### config.mk
export PLATFORM = sky130hd
export DESIGN_NAME = pls_top
export DESIGN_NICKNAME = d
export VERILOG_FILES = /design/src/logic/pls_pkg.sv /design/src/logic/pls_if.sv /design/src/logic/pls_lane.sv /design/src/logic/pls_top.sv
export VERILOG_INCLUDE_DIRS = /design/src /design/src/logic
export SDC_FILE = /design/constraint.sdc
export NUM_CORES = 1
export LEC_CHECK = 0
export ABC_AREA = 1
export BUFFER_PORTS_ARGS = -buffer_cell sky130_fd_sc_hd__buf_2
export CAP_MARGIN = 10
export CORE_ASPECT_RATIO = 0.7
export CORE_MARGIN = 3
export CORE_UTILIZATION = 45
export DETAILED_ROUTE_END_ITERATION = 8
export SYNTH_ARGS = -nofsm -noshare
export SYNTH_HDL_FRONTEND = slang
export SYNTH_SLANG_ARGS = --single-unit
export TNS_END_PERCENT = 50
### constraint.sdc
create_clock -name REF_CLK -period 3.82 [get_ports REF_CLK]
set_clock_uncertainty 0.15 [all_clocks]
set_input_delay 0.382 -clock REF_CLK [delete_from_list [all_inputs] [get_ports REF_CLK]]
set_output_delay 0.382 -clock REF_CLK [all_outputs]
set_load 0.1 [all_outputs]
### src/logic/pls_consts.svh
`ifndef PLS_CONSTS_SVH
`define PLS_CONSTS_SVH

// Register location and field layout
`define PLS_CFG_ADDR       5'h14
`define PLS_SEL1_HI        15
`define PLS_SEL1_LO        12
`define PLS_SEL2_HI        11
`define PLS_SEL2_LO        8
`define PLS_FREQ_HI        3
`define PLS_FREQ_LO        2
`define PLS_STRETCH_BIT    1
`define PLS_CFG_RESET      16'h0402
`define PLS_CFG_MASK       16'hFF0E

// Timing
`define PLS_CLK_PERIOD_NS  4
`define PLS_TICK_NS        1000000
`define PLS_HOLD0_MS       30
`define PLS_HOLD1_MS       60

`endif

### src/logic/pls_pkg.sv
package pls_pkg;

	typedef logic [3:0] pls_sel_t;
	typedef logic [7:0] pls_ms_t;
	typedef logic [15:0] pls_word_t;

	typedef enum logic [3:0] {
		PLS_SPEED      = 4'h0,
		PLS_TX         = 4'h1,
		PLS_RX         = 4'h2,
		PLS_COL        = 4'h3,
		PLS_LINK       = 4'h4,
		PLS_DUPLEX     = 4'h5,
		PLS_UNUSED_A   = 4'h6,
		PLS_ACT        = 4'h7,
		PLS_ON         = 4'h8,
		PLS_OFF        = 4'h9,
		PLS_FAST       = 4'hA,
		PLS_SLOW       = 4'hB,
		PLS_LINK_RX    = 4'hC,
		PLS_LINK_ACT   = 4'hD,
		PLS_DUP_COL    = 4'hE,
		PLS_UNUSED_B   = 4'hF
	} pls_code_t;

endpackage

### src/logic/pls_if.sv
`timescale 1ns/1ns
interface pls_if;
	logic             tick;
	logic             blink_fast;
	logic             blink_slow;
	logic             stretch_en;
	pls_pkg::pls_ms_t hold_ms;
	logic             speed;
	logic             tx;
	logic             rx;
	logic             col;
	logic             link;
	logic             duplex;

	modport src (
		output tick, blink_fast, blink_slow, stretch_en, hold_ms,
		output speed, tx, rx, col, link, duplex
	);
	modport lane (
		input tick, blink_fast, blink_slow, stretch_en, hold_ms,
		input speed, tx, rx, col, link, duplex
	);
endinterface

### src/logic/pls_lane.sv
`timescale 1ns/1ns
module pls_lane (
	// Clock and reset
	input  wire logic              clk,
	input  wire logic              rst,
	// Display select
	input  wire pls_pkg::pls_sel_t sel,
	// Shared timing and status
	pls_if.lane                    bus,
	// Indicator
	output logic                   lit
);

	pls_pkg::pls_ms_t cnt_reg;
	pls_pkg::pls_ms_t cnt_next;
	logic             lit_reg;
	logic             lit_next;
	logic             event_now;
	logic             combined;
	logic             held;
	logic             shown;

	always_comb begin
		event_now = 1'b0;
		combined  = 1'b0;
		case (sel)
			pls_pkg::PLS_TX:       event_now = bus.tx;
			pls_pkg::PLS_RX:       event_now = bus.rx;
			pls_pkg::PLS_COL:      event_now = bus.col;
			pls_pkg::PLS_ACT:      event_now = bus.rx | bus.tx;
			pls_pkg::PLS_LINK_RX: begin
				event_now = bus.rx;
				combined  = 1'b1;
			end
			pls_pkg::PLS_LINK_ACT: begin
				event_now = bus.rx | bus.tx;
				combined  = 1'b1;
			end
			pls_pkg::PLS_DUP_COL: begin
				event_now = bus.col;
				combined  = 1'b1;
			end
			default: begin
				event_now = 1'b0;
				combined  = 1'b0;
			end
		endcase
	end

	// Retriggerable hold counter in millisecond ticks
	always_comb begin
		cnt_next = cnt_reg;
		if (event_now) begin
			cnt_next = bus.hold_ms;
		end else if (bus.tick && cnt_reg != '0) begin
			cnt_next = cnt_reg - pls_pkg::pls_ms_t'(1);
		end
	end

	assign held  = event_now | (cnt_reg != '0);
	assign shown = (combined | bus.stretch_en) ? held : event_now;

	always_comb begin
		case (sel)
			pls_pkg::PLS_SPEED:    lit_next = bus.speed;
			pls_pkg::PLS_TX,
			pls_pkg::PLS_RX,
			pls_pkg::PLS_COL,
			pls_pkg::PLS_ACT:      lit_next = shown;
			pls_pkg::PLS_LINK:     lit_next = bus.link;
			pls_pkg::PLS_DUPLEX:   lit_next = bus.duplex;
			pls_pkg::PLS_ON:       lit_next = 1'b1;
			pls_pkg::PLS_OFF:      lit_next = 1'b0;
			pls_pkg::PLS_FAST:     lit_next = bus.blink_fast;
			pls_pkg::PLS_SLOW:     lit_next = bus.blink_slow;
			pls_pkg::PLS_LINK_RX,
			pls_pkg::PLS_LINK_ACT: lit_next = bus.link ^ (shown & bus.blink_fast);
			pls_pkg::PLS_DUP_COL:  lit_next = bus.duplex ^ (shown & bus.blink_fast);
			default:               lit_next = 1'b0;
		endcase
	end

	always_ff @(posedge clk or posedge rst) begin
		if (rst) begin
			cnt_reg <= '0;
			lit_reg <= 1'b0;
		end else begin
			cnt_reg <= cnt_next;
			lit_reg <= lit_next;
		end
	end

	assign lit = lit_reg;

endmodule

### src/logic/pls_top.sv
`timescale 1ns/1ns
`include "pls_consts.svh"
//
// Contract
// - First indicator select at bits 15:12, read/write, resets to speed display.
// - Second indicator select at bits 11:8, read/write, resets to link display.
// - Codes 1, 2, 3 show stretched transmit, receive, collision events.
// - Code 4 follows link, code 5 follows duplex, no stretching.
// - Code 7 shows stretched receive-or-transmit activity.
// - Codes 8 and 9 force the indicator on and off.
// - Codes A and B blink the indicator fast and slow.
// - Codes 6 and F unused; indicator stays dark for them.
// - Code C: on while link up, blinks on stretched receive.
// - Code D: on while link up, blinks on stretched activity.
// - In combined link modes link drives; activity makes it change state.
// - Code E: on while full duplex, blinks on stretched collision.
// - Combined modes stretch always, regardless of the stretch enable bit.
// - Bit 1 enables stretching of plain event displays; resets to one.
// - Bits 3:2 pick hold time; code 00 gives 30 ms, the reset.
module pls_top #(
	parameter int TICK_CYCLES   = `PLS_TICK_NS / `PLS_CLK_PERIOD_NS,
	parameter int HOLD2_MS      = 90,
	parameter int HOLD3_MS      = 120,
	parameter int FAST_HALF_MS  = 50,
	parameter int SLOW_HALF_MS  = 250
) (
	// Clock and reset
	input  wire logic                REF_CLK,
	input  wire logic                RST,
	// Line status from the transceiver core
	input  wire logic                SPEED_100,
	input  wire logic                TX_ACTIVE,
	input  wire logic                RX_ACTIVE,
	input  wire logic                COLLISION,
	input  wire logic                LINK_UP,
	input  wire logic                FULL_DUPLEX,
	// Management register port
	input  wire logic [4:0]          REG_ADDR,
	input  wire logic                REG_WR_EN,
	input  wire logic                REG_RD_EN,
	input  wire pls_pkg::pls_word_t  REG_WDATA,
	output logic      [15:0]         REG_RDATA,
	output logic                     REG_RD_VALID,
	// Indicator drives
	output logic                     FIRST_INDICATOR,
	output logic                     SECOND_INDICATOR
);

	function automatic logic cfg_hit(input logic [4:0] addr);
		cfg_hit = (addr == `PLS_CFG_ADDR);
	endfunction

	pls_if bus ();

	// Configuration register and read-back
	pls_pkg::pls_word_t cfg_reg;
	pls_pkg::pls_word_t cfg_next;
	pls_pkg::pls_word_t rdata_reg;
	pls_pkg::pls_word_t rdata_next;
	logic               rvalid_reg;
	logic               rvalid_next;

	always_comb begin
		cfg_next    = cfg_reg;
		rdata_next  = rdata_reg;
		rvalid_next = 1'b0;
		if (REG_WR_EN && cfg_hit(REG_ADDR)) begin
			cfg_next = REG_WDATA & `PLS_CFG_MASK;
		end
		if (REG_RD_EN) begin
			rvalid_next = 1'b1;
			rdata_next  = cfg_hit(REG_ADDR) ? cfg_reg : 16'h0000;
		end
	end

	always_ff @(posedge REF_CLK or posedge RST) begin
		if (RST) begin
			cfg_reg    <= `PLS_CFG_RESET;
			rdata_reg  <= 16'h0000;
			rvalid_reg <= 1'b0;
		end else begin
			cfg_reg    <= cfg_next;
			rdata_reg  <= rdata_next;
			rvalid_reg <= rvalid_next;
		end
	end

	// Millisecond tick and blink phases
	logic [31:0]      tick_cnt_reg;
	logic [31:0]      tick_cnt_next;
	logic             tick_reg;
	logic             tick_next;
	pls_pkg::pls_ms_t fast_cnt_reg;
	pls_pkg::pls_ms_t fast_cnt_next;
	pls_pkg::pls_ms_t slow_cnt_reg;
	pls_pkg::pls_ms_t slow_cnt_next;
	logic             fast_reg;
	logic             fast_next;
	logic             slow_reg;
	logic             slow_next;

	always_comb begin
		tick_cnt_next = tick_cnt_reg + 32'h0000_0001;
		tick_next     = 1'b0;
		if (tick_cnt_reg == 32'(TICK_CYCLES - 1)) begin
			tick_cnt_next = 32'h0000_0000;
			tick_next     = 1'b1;
		end
		fast_cnt_next = fast_cnt_reg;
		slow_cnt_next = slow_cnt_reg;
		fast_next     = fast_reg;
		slow_next     = slow_reg;
		if (tick_reg) begin
			fast_cnt_next = fast_cnt_reg + pls_pkg::pls_ms_t'(1);
			slow_cnt_next = slow_cnt_reg + pls_pkg::pls_ms_t'(1);
			if (fast_cnt_reg == pls_pkg::pls_ms_t'(FAST_HALF_MS - 1)) begin
				fast_cnt_next = '0;
				fast_next     = ~fast_reg;
			end
			if (slow_cnt_reg == pls_pkg::pls_ms_t'(SLOW_HALF_MS - 1)) begin
				slow_cnt_next = '0;
				slow_next     = ~slow_reg;
			end
		end
	end

	always_ff @(posedge REF_CLK or posedge RST) begin
		if (RST) begin
			tick_cnt_reg <= 32'h0000_0000;
			tick_reg     <= 1'b0;
			fast_cnt_reg <= '0;
			slow_cnt_reg <= '0;
			fast_reg     <= 1'b0;
			slow_reg     <= 1'b0;
		end else begin
			tick_cnt_reg <= tick_cnt_next;
			tick_reg     <= tick_next;
			fast_cnt_reg <= fast_cnt_next;
			slow_cnt_reg <= slow_cnt_next;
			fast_reg     <= fast_next;
			slow_reg     <= slow_next;
		end
	end

	// Hold interval from the hold-time field at bits 3:2
	pls_pkg::pls_ms_t hold_ms;

	always_comb begin
		case (cfg_reg[`PLS_FREQ_HI:`PLS_FREQ_LO])
			2'h0:    hold_ms = pls_pkg::pls_ms_t'(`PLS_HOLD0_MS);
			2'h1:    hold_ms = pls_pkg::pls_ms_t'(`PLS_HOLD1_MS);
			2'h2:    hold_ms = pls_pkg::pls_ms_t'(HOLD2_MS);
			default: hold_ms = pls_pkg::pls_ms_t'(HOLD3_MS);
		endcase
	end

	assign bus.tick       = tick_reg;
	assign bus.blink_fast = fast_reg;
	assign bus.blink_slow = slow_reg;
	assign bus.stretch_en = cfg_reg[`PLS_STRETCH_BIT];
	assign bus.hold_ms    = hold_ms;
	assign bus.speed      = SPEED_100;
	assign bus.tx         = TX_ACTIVE;
	assign bus.rx         = RX_ACTIVE;
	assign bus.col        = COLLISION;
	assign bus.link       = LINK_UP;
	assign bus.duplex     = FULL_DUPLEX;

	// Identical display lanes share one decode table
	logic lit_first;
	logic lit_second;

	pls_lane u_first (
		.clk (REF_CLK),
		.rst (RST),
		.sel (cfg_reg[`PLS_SEL1_HI:`PLS_SEL1_LO]),
		.bus (bus),
		.lit (lit_first)
	);

	pls_lane u_second (
		.clk (REF_CLK),
		.rst (RST),
		.sel (cfg_reg[`PLS_SEL2_HI:`PLS_SEL2_LO]),
		.bus (bus),
		.lit (lit_second)
	);

	assign FIRST_INDICATOR  = lit_first;
	assign SECOND_INDICATOR = lit_second;
	assign REG_RDATA        = rdata_reg;
	assign REG_RD_VALID     = rvalid_reg;

endmodule

==> Yosys cells after proc, flatten, opt, wreduce, memory -nomap -nowiden <==
Cells that the tools add are included.
{ "op_classes": {"addsub": 5, "n_eq_ne": 30, "mux": 19, "n_bitwise": 13, "n_reduce_logical": 24} }
{ "ops": {"columns": ["op", "n"], "rows": [
  ["== test 4 bit (second input constant)", 12],
  ["two-way mux 8 bit", 6],
  ["adder 32 x 1 -> 32 bit (second input constant)", 1],
  ["== test 32 x 18 -> 1 bit (second input constant)", 1],
  ["two-way mux 32 bit", 1],
  ["== test 4 x 3 -> 1 bit (second input constant)", 6],
  ["one-hot mux 7 bit (3 select lines)", 1],
  ["one-hot mux 1 bit (9 select lines)", 2],
  ["adder 8 x 1 -> 8 bit (second input constant)", 2],
  ["== test 4 x 2 -> 1 bit (second input constant)", 4],
  ["two-way mux 16 bit", 1],
  ["nonzero test 8 bit", 2],
  ["OR reduction 2 bit", 8],
  ["subtractor 8 x 1 -> 8 bit (second input constant)", 2],
  ["== test 4 x 1 -> 1 bit (second input constant)", 2],
  ["== test 8 x 6 -> 1 bit (second input constant)", 1],
  ["== test 8 bit (second input constant)", 1],
  ["zero test 4 bit", 2],
  ["one-hot mux 1 bit (4 select lines)", 2],
  ["OR reduction 4 bit", 2],
  ["two-way mux 1 bit", 6],
  ["OR reduction 3 bit", 2],
  ["== test 5 bit (second input constant)", 1],
  ["OR 1 bit", 5],
  ["9 further kinds", 18]
]} }
{ "totals": {"regBits": 97, "input_bits": 31, "output_inout_bits": 19, "word_cells": 104} }

==> Logic depth before layout (Yosys ltp) <==
Gate-level depths: netlist of the first run.
{ "logic_depth": {"word_depth": 8, "mapped_depth": 12, "mapped_depth_nobuf": 12} }

==> Cells and area by module <==
From an unflattened synthesis of the first run, not the netlist that was laid out.
{ "hier_totals": {"hier_cells": 763, "hier_area_um2": 5624.1} }
{ "by_module_without_submodules": {"columns": ["mod", "n_inst", "cells_each", "area_per_inst_um2", "seq_area_each_um2"], "rows": [
  ["pls_top", 1, 505, 3872.5, 1854.3],
  ["pls_lane", 2, 129, 875.8, 225.2]
]} }

==> Worst setup path after synthesis of the first run <==
No wires, ideal clock.
{ "synth_path": {"kind": "reg2reg", "start": "register tick_cnt_reg[0]", "end": "register tick_cnt_reg[22]", "setup_ns": 0.118, "arrival_ns": 1.431, "required_time_ns": 3.552, "setup_slack_ns": 2.121, "stages_incl_launch_ff": 11, "path_buffers": 0, "period_less_slack_ns": 1.699, "cell_sequence": "dfrtp_1 -> ha_1 -> nand2_2 -> nor2_4 -> nand2_4 -> nor2_4 -> nand2_2 -> nor3_4 -> nand2_2 -> xor2_1 -> inv_1"} }
{ "synth_via": {"elab_chain_len": 2, "elab_cells_between_ends": 3, "cone_classes": "add/sub: 1; eq/ne: 1; mux: 1"} }
{ "synth_rtl": {"columns": ["item", "line", "rtl"], "rows": [
  ["from (decl)", "pls_top.sv:89", "logic [31:0] tick_cnt_reg;"],
  ["from (signal assigned)", "pls_top.sv:136", "tick_cnt_reg <= tick_cnt_next;"],
  ["adder 32 x 1 -> 32 bit or == test 32 x 18 -> 1 bit (tied branches)", "pls_top.sv:103, pls_top.sv:105", null],
  ["two-way mux 32 bit (*)", "pls_top.sv:105", "if (tick_cnt_reg == 32'(TICK_CYCLES - 1)) begin"],
  ["via tick_cnt_next[22]", "pls_top.sv:90", "logic [31:0] tick_cnt_next;"]
]} }
Mark *: on every way through the listed nets, which the timed path passes. The rest lies on a longest branch.
A chain may end at the register's enable or synchronous reset.

==> Final worst setup path of the first run <==
{ "layout_path": {"start": "register tick_cnt_reg[0]", "end": "register tick_cnt_reg[15]"} }
The elaborated chain is that of the path after synthesis.

==> implementation parameters, run 1 <==
Parameter                              Value

Layout
  Signed area change from the synthesized netlist to the final layout    12.9%
  Most frequent cells in the layout    nand2_1 (139), dfrtp_1 (90), inv_1 (90)
  Final cell count without fillers    about 850
  Most common cell after layout, fill and taps aside    nand2_1
  Count of filler cells inserted in the layout    1019
  Diode insertion count for antenna repair    0
  # nets final    736
  Max FFs per register    32
  Share of layout cells above drive strength 1    between 10% and 20%

Clock network
  Total clock buffers created by CTS    9
  Cts repair resizes    0
  Sinks on Clock Net    92
  Post-CTS Setup Inserts    0
  Count of hold buffers inserted by post-cts repair    0
  H-Tree Depth    3
  Clock transition at path regs    0.07 ns
  CTS tree    built
  Buffer depth of the longest clock path    2
  Clock latency of the later-clocked register in the worst-skew pair    approximately 0.34 ns
  CTS Root Buffer Type    clkbuf_16

GRT
  First-pass GRT wire length    about 19000 um
  Initial antenna violation count    0
  Pin count of the biggest net entering global routing    42
  GR Util All Layers    19.2%
  GRT overflow    0
  Number of global-route vias before repair    3888

Synth
  Number of warnings reported in the yosys synthesis log    0
  Adder-cell share of the synthesized area    2.21%
  Synth Area in Simple Gates    between 20 and 30%
  Number of register bits inferred by synthesis    92
  Xor/xnor share of the synthesized area    approximately 6.4%
  Fraction of the mapped netlist area in compound gates    7.16%
  Combined area of all synthesized cells    5100 um^2
  Synth cell types    41
  Dominant combinational cell family by area after synthesis    simple AND/OR/NAND/NOR gates
  Post-synthesis mux area share    0.858%
  Fraction of the yosys area taken by sequential cells    a little under half
  Syn avg cell area    7.86 um^2
  Mapped Cells    ~650

Detailed routing
  Total length of routed wires    11500 um
  Count of routing violations after the opening detailed-route iteration    280
  Average detailed-routed wire length per instance    roughly 14 um
  Via count of the routed design    4288
  Final routed DRC violation total    0
  Antenna-violating nets left    0
  First-pass iteration count of the detailed router    4
  Vias per std cell    5.05

Timing
  Total of endpoints with negative setup slack in the final report    0
  Slew Viols, Final    0
  Worst hold margin    -0.0225 ns
  Worst-margin pin slew    0.733 ns
  Headroom to the max-slew limit    between 50% and 60%
  Final number of hold-violating endpoints    18
  Post-route worst setup slack    1.74 ns
  Unrepaired setup endpoints after global routing    no
  Setup TNS    0 ns
  Ratio of final minimum period to clock period    54.4%
  Min Clock Period, post-route    ~2.1 ns
  Highest clock rate    between 0.4 and 0.5 GHz

Die
  Die span in y    95.1 um
  Starting density of the core    47.7%
  Placeable Area    ~11000 um^2
  Std cell rows    31
  IO Pins    50
  Die area    12700 um^2
  Die span in x    133 um

Placed design
  Post-placement cell count    between 800 and 900
  Post-detailed-placement half-perimeter wirelength    8850 um
  Placer congestion estimate    0.930
  Placement-stage worst setup slack    ~1.8 ns
  Count of buffers from port buffering    39

Run status
  Violations in the final reports    negative hold slack
  Result of the run    finished with violations

Critical path
  Arrival time of the worst setup path    2.16 ns
  WP data required    3.90 ns
  Flop2flop setup slack    roughly 1.7 ns
  WS Path Type    reg2reg
  Startpoint Class    flip-flop
  Kind of end point of the critical path    flip-flop
  Max Fanout on Critical Path    5

Min path
  Hold crit path type    in2async

Power and ir drop
  Leakage power of the design    2.88 nW
  Largest voltage drop on the vdd net    0.326 mV
  Cell area power density    between 400 and 500 nW/um^2

Run
  Number of maximum-capacitance constraint violations    0
==> where the power goes <==
| part | leakage [nW] | total [mW] | internal (mW) | switching [mW] |
|---|---|---|---|---|
| combinational | 1.55 | 0.497 | 0.144 | 0.353 |
| sequential | 1.19 | 1.13 | 1.05 | 0.0754 |
| clock | 0.138 | 0.901 | 0.526 | 0.375 |
| total | 2.88 | 2.53 | 1.72 | 0.803 |
==> worst paths after layout <==
path | start | end | cells past startpoint
setup / recovery | tick_cnt_reg[0] | tick_cnt_reg[15] | 8
hold / removal | RST | tick_cnt_reg[29] | 2
setup reg to reg | tick_cnt_reg[0] | tick_cnt_reg[15] | 8
hold reg to reg | slow_cnt_reg[6] | slow_cnt_reg[6] | 1
max in group asynchronous | RST | cfg_reg[10] | 3
min in group REF_CLK | REG_RD_EN | REG_RD_VALID | 1
==> synthesized netlist by cell type, drive strengths merged <==
cell / count / area [um^2]
nand2: 147 / 577
inv: 96 / 360
dfrtp: 90 / 2250
nor2: 83 / 342
nand3: 50 / 255
o21ai: 28 / 140
xor2: 24 / 210
a21oi: 23 / 123
nor3: 20 / 121
nand4: 14 / 87.6
xnor2: 13 / 114
nor4: 10 / 75.1
ha: 9 / 113
buf: 8 / 52.6
o31ai: 8 / 60.1
or2: 4 / 25.0
a21o: 3 / 22.5
mux2: 3 / 33.8
and3: 2 / 12.5
clkinv: 2 / 7.51
dfstp: 2 / 52.6
nor3b: 2 / 15.0
o22ai: 2 / 12.5
a22oi: 1 / 7.51
and2: 1 / 6.26
clkbuf: 1 / 3.75
conb: 1 / 3.75
mux2i: 1 / 10.0
nand3b: 1 / 7.51
==> critical path, cell delays in order (launching register included) <==
cell and delay [ns]:
dfrtp_1 0.43, ha_1 0.28, nand2_2 0.09, nor2_4 0.16, inv_2 0.07, nor4_1 0.28, nand4_1 0.29, clkinv_1 0.15
nor2_1 0.05
==> through the flow <==
step	total power, mW	util (%)	hold slack (ns)	cell area (um^2)
finish	2.53	53.8	-0.0225	5760
global route	2.69	53.8	0.0300	5760
CTS	2.55	53.8	0.00834	5760
detailed placement	1.64	51.0	0.303	5460
global placement	1.63	51.0	0.304	5460
floorplan	1.52	-	0.263	5120
==> area by class of cell <==
class                   count  area (um^2)  share of cell area [%]
clock inverters             5         61.3                    1.06
well taps                 148          185                    3.21
repair buffers             41          210                    3.65
flip-flops and latches     92         2300                    40.0
inverters                  98          369                    6.41
multi-input cells         454         2390                    41.5
clock buffers              11          243                    4.21
==> cells by family (layout without fill, tap and decap cells) <==
| kind of cell | count (synthesis) | count (layout) |
|---|---|---|
| AOI/OAI and AO/OA | 65 | 65 |
| xor gates and xnor gates | 37 | 37 |
| adders and majority gates | 9 | 9 |
| buffers and inverters | 107 | 155 |
| DFF | 92 | 92 |
| muxes | 4 | 4 |
| other | 1 | 5 |
| and+or+nand+nor | 334 | 334 |
==> per-layer routing <==
| metal | GRT usage (%) | wire length (um) | vias up |
|---|---|---|---|
| met1 | 29.8 | 6070 | 1994 |
| li1 | - | - | 2167 |
| met5 | 0 | 0 | - |
| met3 | 6.01 | 857 | 9 |
| met2 | 25.9 | 4450 | 118 |
| met4 | 4.62 | 108 | 0 |
(Power assumes the default switching activity.)
==> run 2, diff against run 1 <==
==> constraint.sdc (replaced) <==
create_clock -name REF_CLK -period 2 [get_ports REF_CLK]
set_clock_uncertainty 0.15 [all_clocks]
set_input_delay 0.2 -clock REF_CLK [delete_from_list [all_inputs] [get_ports REF_CLK]]
set_output_delay 0.2 -clock REF_CLK [all_outputs]
set_load 0.1 [all_outputs]
==> run 2 against run 1 <==
The run now ends clean; die area did not move; largest cell class unchanged; sequential share of layout area fell by 1.4 points; power rose by 89%.
==> implementation parameters, run 2 (synthesis results as in run 1) <==
Parameter                              Value

Timing
  Unrepaired setup endpoints after global routing    no
  Worst-margin pin slew    0.525 ns (-0.208 ns)
  Total of endpoints with negative setup slack in the final report    0 (unchanged)
  Worst hold margin    0.116 ns (+0.138 ns)
  Ratio of final minimum period to clock period    92.1% (+38 points)
  Headroom to the max-slew limit    64.9% (+14 points)
  Final number of hold-violating endpoints    0 (-18)
  Highest clock rate    0.543 GHz (+13%)
  Min Clock Period, post-route    1.84 ns (-0.235 ns)
  Setup TNS    0 ns (unchanged)
  Slew Viols, Final    0 (unchanged)

Run status
  Result of the run    finished clean

GRT
  Initial antenna violation count    0 (unchanged)
  GR Util All Layers    19.5% (+0.22 points)
  Number of global-route vias before repair    4105 (+5.6%)
  Met1 usage in global routing    29.4% (-0.40 points)
  Met2 demand-to-capacity share in global routing    27.7% (+1.8 points)
  Pin count of the biggest net entering global routing    34 (-19%)
  Layer with the highest usage    met1
  Grt met3 use    5.27% (-0.74 points)
  First-pass GRT wire length    19700 um (+2.3%)
  GRT overflow    0 (unchanged)

Detailed routing
  Average detailed-routed wire length per instance    13.2 um (-2.8%)
  Final routed DRC violation total    0 (unchanged)
  First-pass iteration count of the detailed router    5 (+1)
  Antenna-violating nets left    0 (unchanged)
  Total length of routed wires    11400 um (-0.50%)
  Via count of the routed design    4307 (+0.44%)
  Vias per std cell    4.96 (-1.9%)
  Count of routing violations after the opening detailed-route iteration    321 (+15%)

Critical path
  Kind of cell with the highest combined delay on the critical path    simple AND/OR/NAND/NOR gates
  WP data required    2.08 ns (-1.82 ns)
  Startpoint Class    flip-flop
  Slowest cell delay on critical path    0.39 ns (-0.04 ns)
  Number of buffers and inverters on the critical path    2 (unchanged)
  Arrival time of the worst setup path    1.92 ns (-0.24 ns)
  Series of cell instances along the critical path    ha_2 -> nand2_2 -> nor2_4 -> inv_2 -> nor4_1 -> nand4_1 -> clkinv_1 -> nor2_1
  Max Fanout on Critical Path    4 (-1)
  Critical-path top delay cell    dfrtp_1
  Kind of end point of the critical path    flip-flop
  WS Path Type    reg2reg

Layout
  Most frequent cells in the layout    nand2_1 (139), dfrtp_1 (90), inv_1 (90)
  Share of layout cells above drive strength 1    14.0% (+0.74 points)
  Count of filler cells inserted in the layout    1025 (+0.59%)
  Max FFs per register    32 (unchanged)
  # nets final    756 (+2.7%)
  Signed area change from the synthesized netlist to the final layout    16.9%
  Final Instance Area    5970 um^2 (+3.5%)
  Most common cell after layout, fill and taps aside    nand2_1
  Combined area of the multi-input logic cells    2400 um^2 (+0.37%)
  Diode insertion count for antenna repair    0 (unchanged)
  Final design utilization    55.7% (+1.9 points)
  Register area    2300 um^2 (unchanged)

Die
  IO Pins    50 (unchanged)
  Std cell rows    31 (unchanged)
  Die span in y    95.1 um (unchanged)
  Die area    12700 um^2 (unchanged)
  Starting density of the core    47.7% (unchanged)
  Die span in x    133 um (unchanged)
  Placeable Area    10700 um^2 (unchanged)

Clock network
  Clock latency of the later-clocked register in the worst-skew pair    0.34 ns (about the same)
  CTS tree    built
  Buffer depth of the longest clock path    2 (unchanged)
  Clock transition at path regs    0.07 ns (about the same)
  Sinks on Clock Net    92 (unchanged)
  Total clock buffers created by CTS    9 (unchanged)
  CTS Root Buffer Type    clkbuf_16
  H-Tree Depth    3 (unchanged)

Power and ir drop
  Share of total power in sequential cells    45.2% (+0.5 points)
  Proportion of power drawn by combinational gates    20.5% (+0.8 points)
  Cell area power density    801 nW/um^2 (+83%)
  Largest voltage drop on the vdd net    0.467 mV (+43%)
  Net switching power figure    1.55 mW (+93%)
  Leakage power of the design    2.98 nW (+3.7%)
  Clock group share of total power    34.3% (-1.4 points)
  Internal power    3.23 mW (+87%)
  Switching fraction of total power    32.5% (+0.70 points)
  Total power after layout    4.78 mW (+89%)

Placed design
  Placer congestion estimate    0.932 (+0.16%)
  Count of buffers from port buffering    39 (unchanged)
  Area after detailed placement    5540 um^2 (+1.5%)
  Post-detailed-placement half-perimeter wirelength    8800 um (-0.56%)

Run
  Number of maximum-capacitance constraint violations    0 (unchanged)

Min path
  Hold crit path type    in2reg
## run 2: tightest hold or removal path, delay by kind of cell
family / cells / cell delay, ns
simple gates: 3 / 0.23
buf+inv: 1 / 0.10
compound gates: 1 / 0.05
## run 2: per-layer routing
metal,part of all wire (%),vias up
li1,-,2205
met1,52,1987
met2,40,108
met3,6.7,7
met4,0.68,0
met5,0,-
## run 2: worst paths after layout
check,slack (ns),to,from,cells after the start
setup / recovery,0.16,tick_cnt_reg[17],tick_cnt_reg[1],8
setup reg to reg,0.16,tick_cnt_reg[17],tick_cnt_reg[1],8
hold reg to reg,0.32,slow_cnt_reg[7],slow_cnt_reg[7],1
hold / removal,0.12,u_first.lit,SPEED_100,5
min in group asynchronous,0.29,fast_cnt_reg[5],RST,3
max in group asynchronous,0.80,cfg_reg[10],RST,4
## run 2: power groups by stage
stage	clock network, mW	logic, mW	registers [mW]
2_1_floorplan	0	0.609	2.30
3_3_place_gp	0	0.944	2.18
3_5_place_dp	0	0.960	2.19
4_1_cts	1.70	0.985	2.16
5_1_grt	1.78	1.11	2.18
6_report	1.64	0.979	2.16
## run 2: area by class of cell
class / instances / share of cell area (%)
clock inverters: 4 / 0.545
repair buffers: 61 / 7.01
multi-input cells: 454 / 40.2
inverters: 98 / 6.23
flip-flops and latches: 92 / 38.6
clock buffers: 12 / 4.30
well taps: 148 / 3.10
## run 2: per-stage QoR
| step | cells | worst slack (ns) |
|---|---|---|
| 2_1_floorplan | 653 | 0.301 |
| 3_3_place_gp | 840 | 0.180 |
| 3_5_place_dp | 840 | 0.159 |
| 4_1_cts | 869 | 0.132 |
| 5_1_grt | 869 | 0.00202 |
| 6_report | 869 | 0.157 |
## run 2: what timing repair did
action / CTS / global route
setup buffers: 0 / 0
setup endpoints to repair: 0 / 6
hold buffers: 13 / 0
gates resized for setup: 0 / 2
endpoints found under the hold margin: 32 / 0
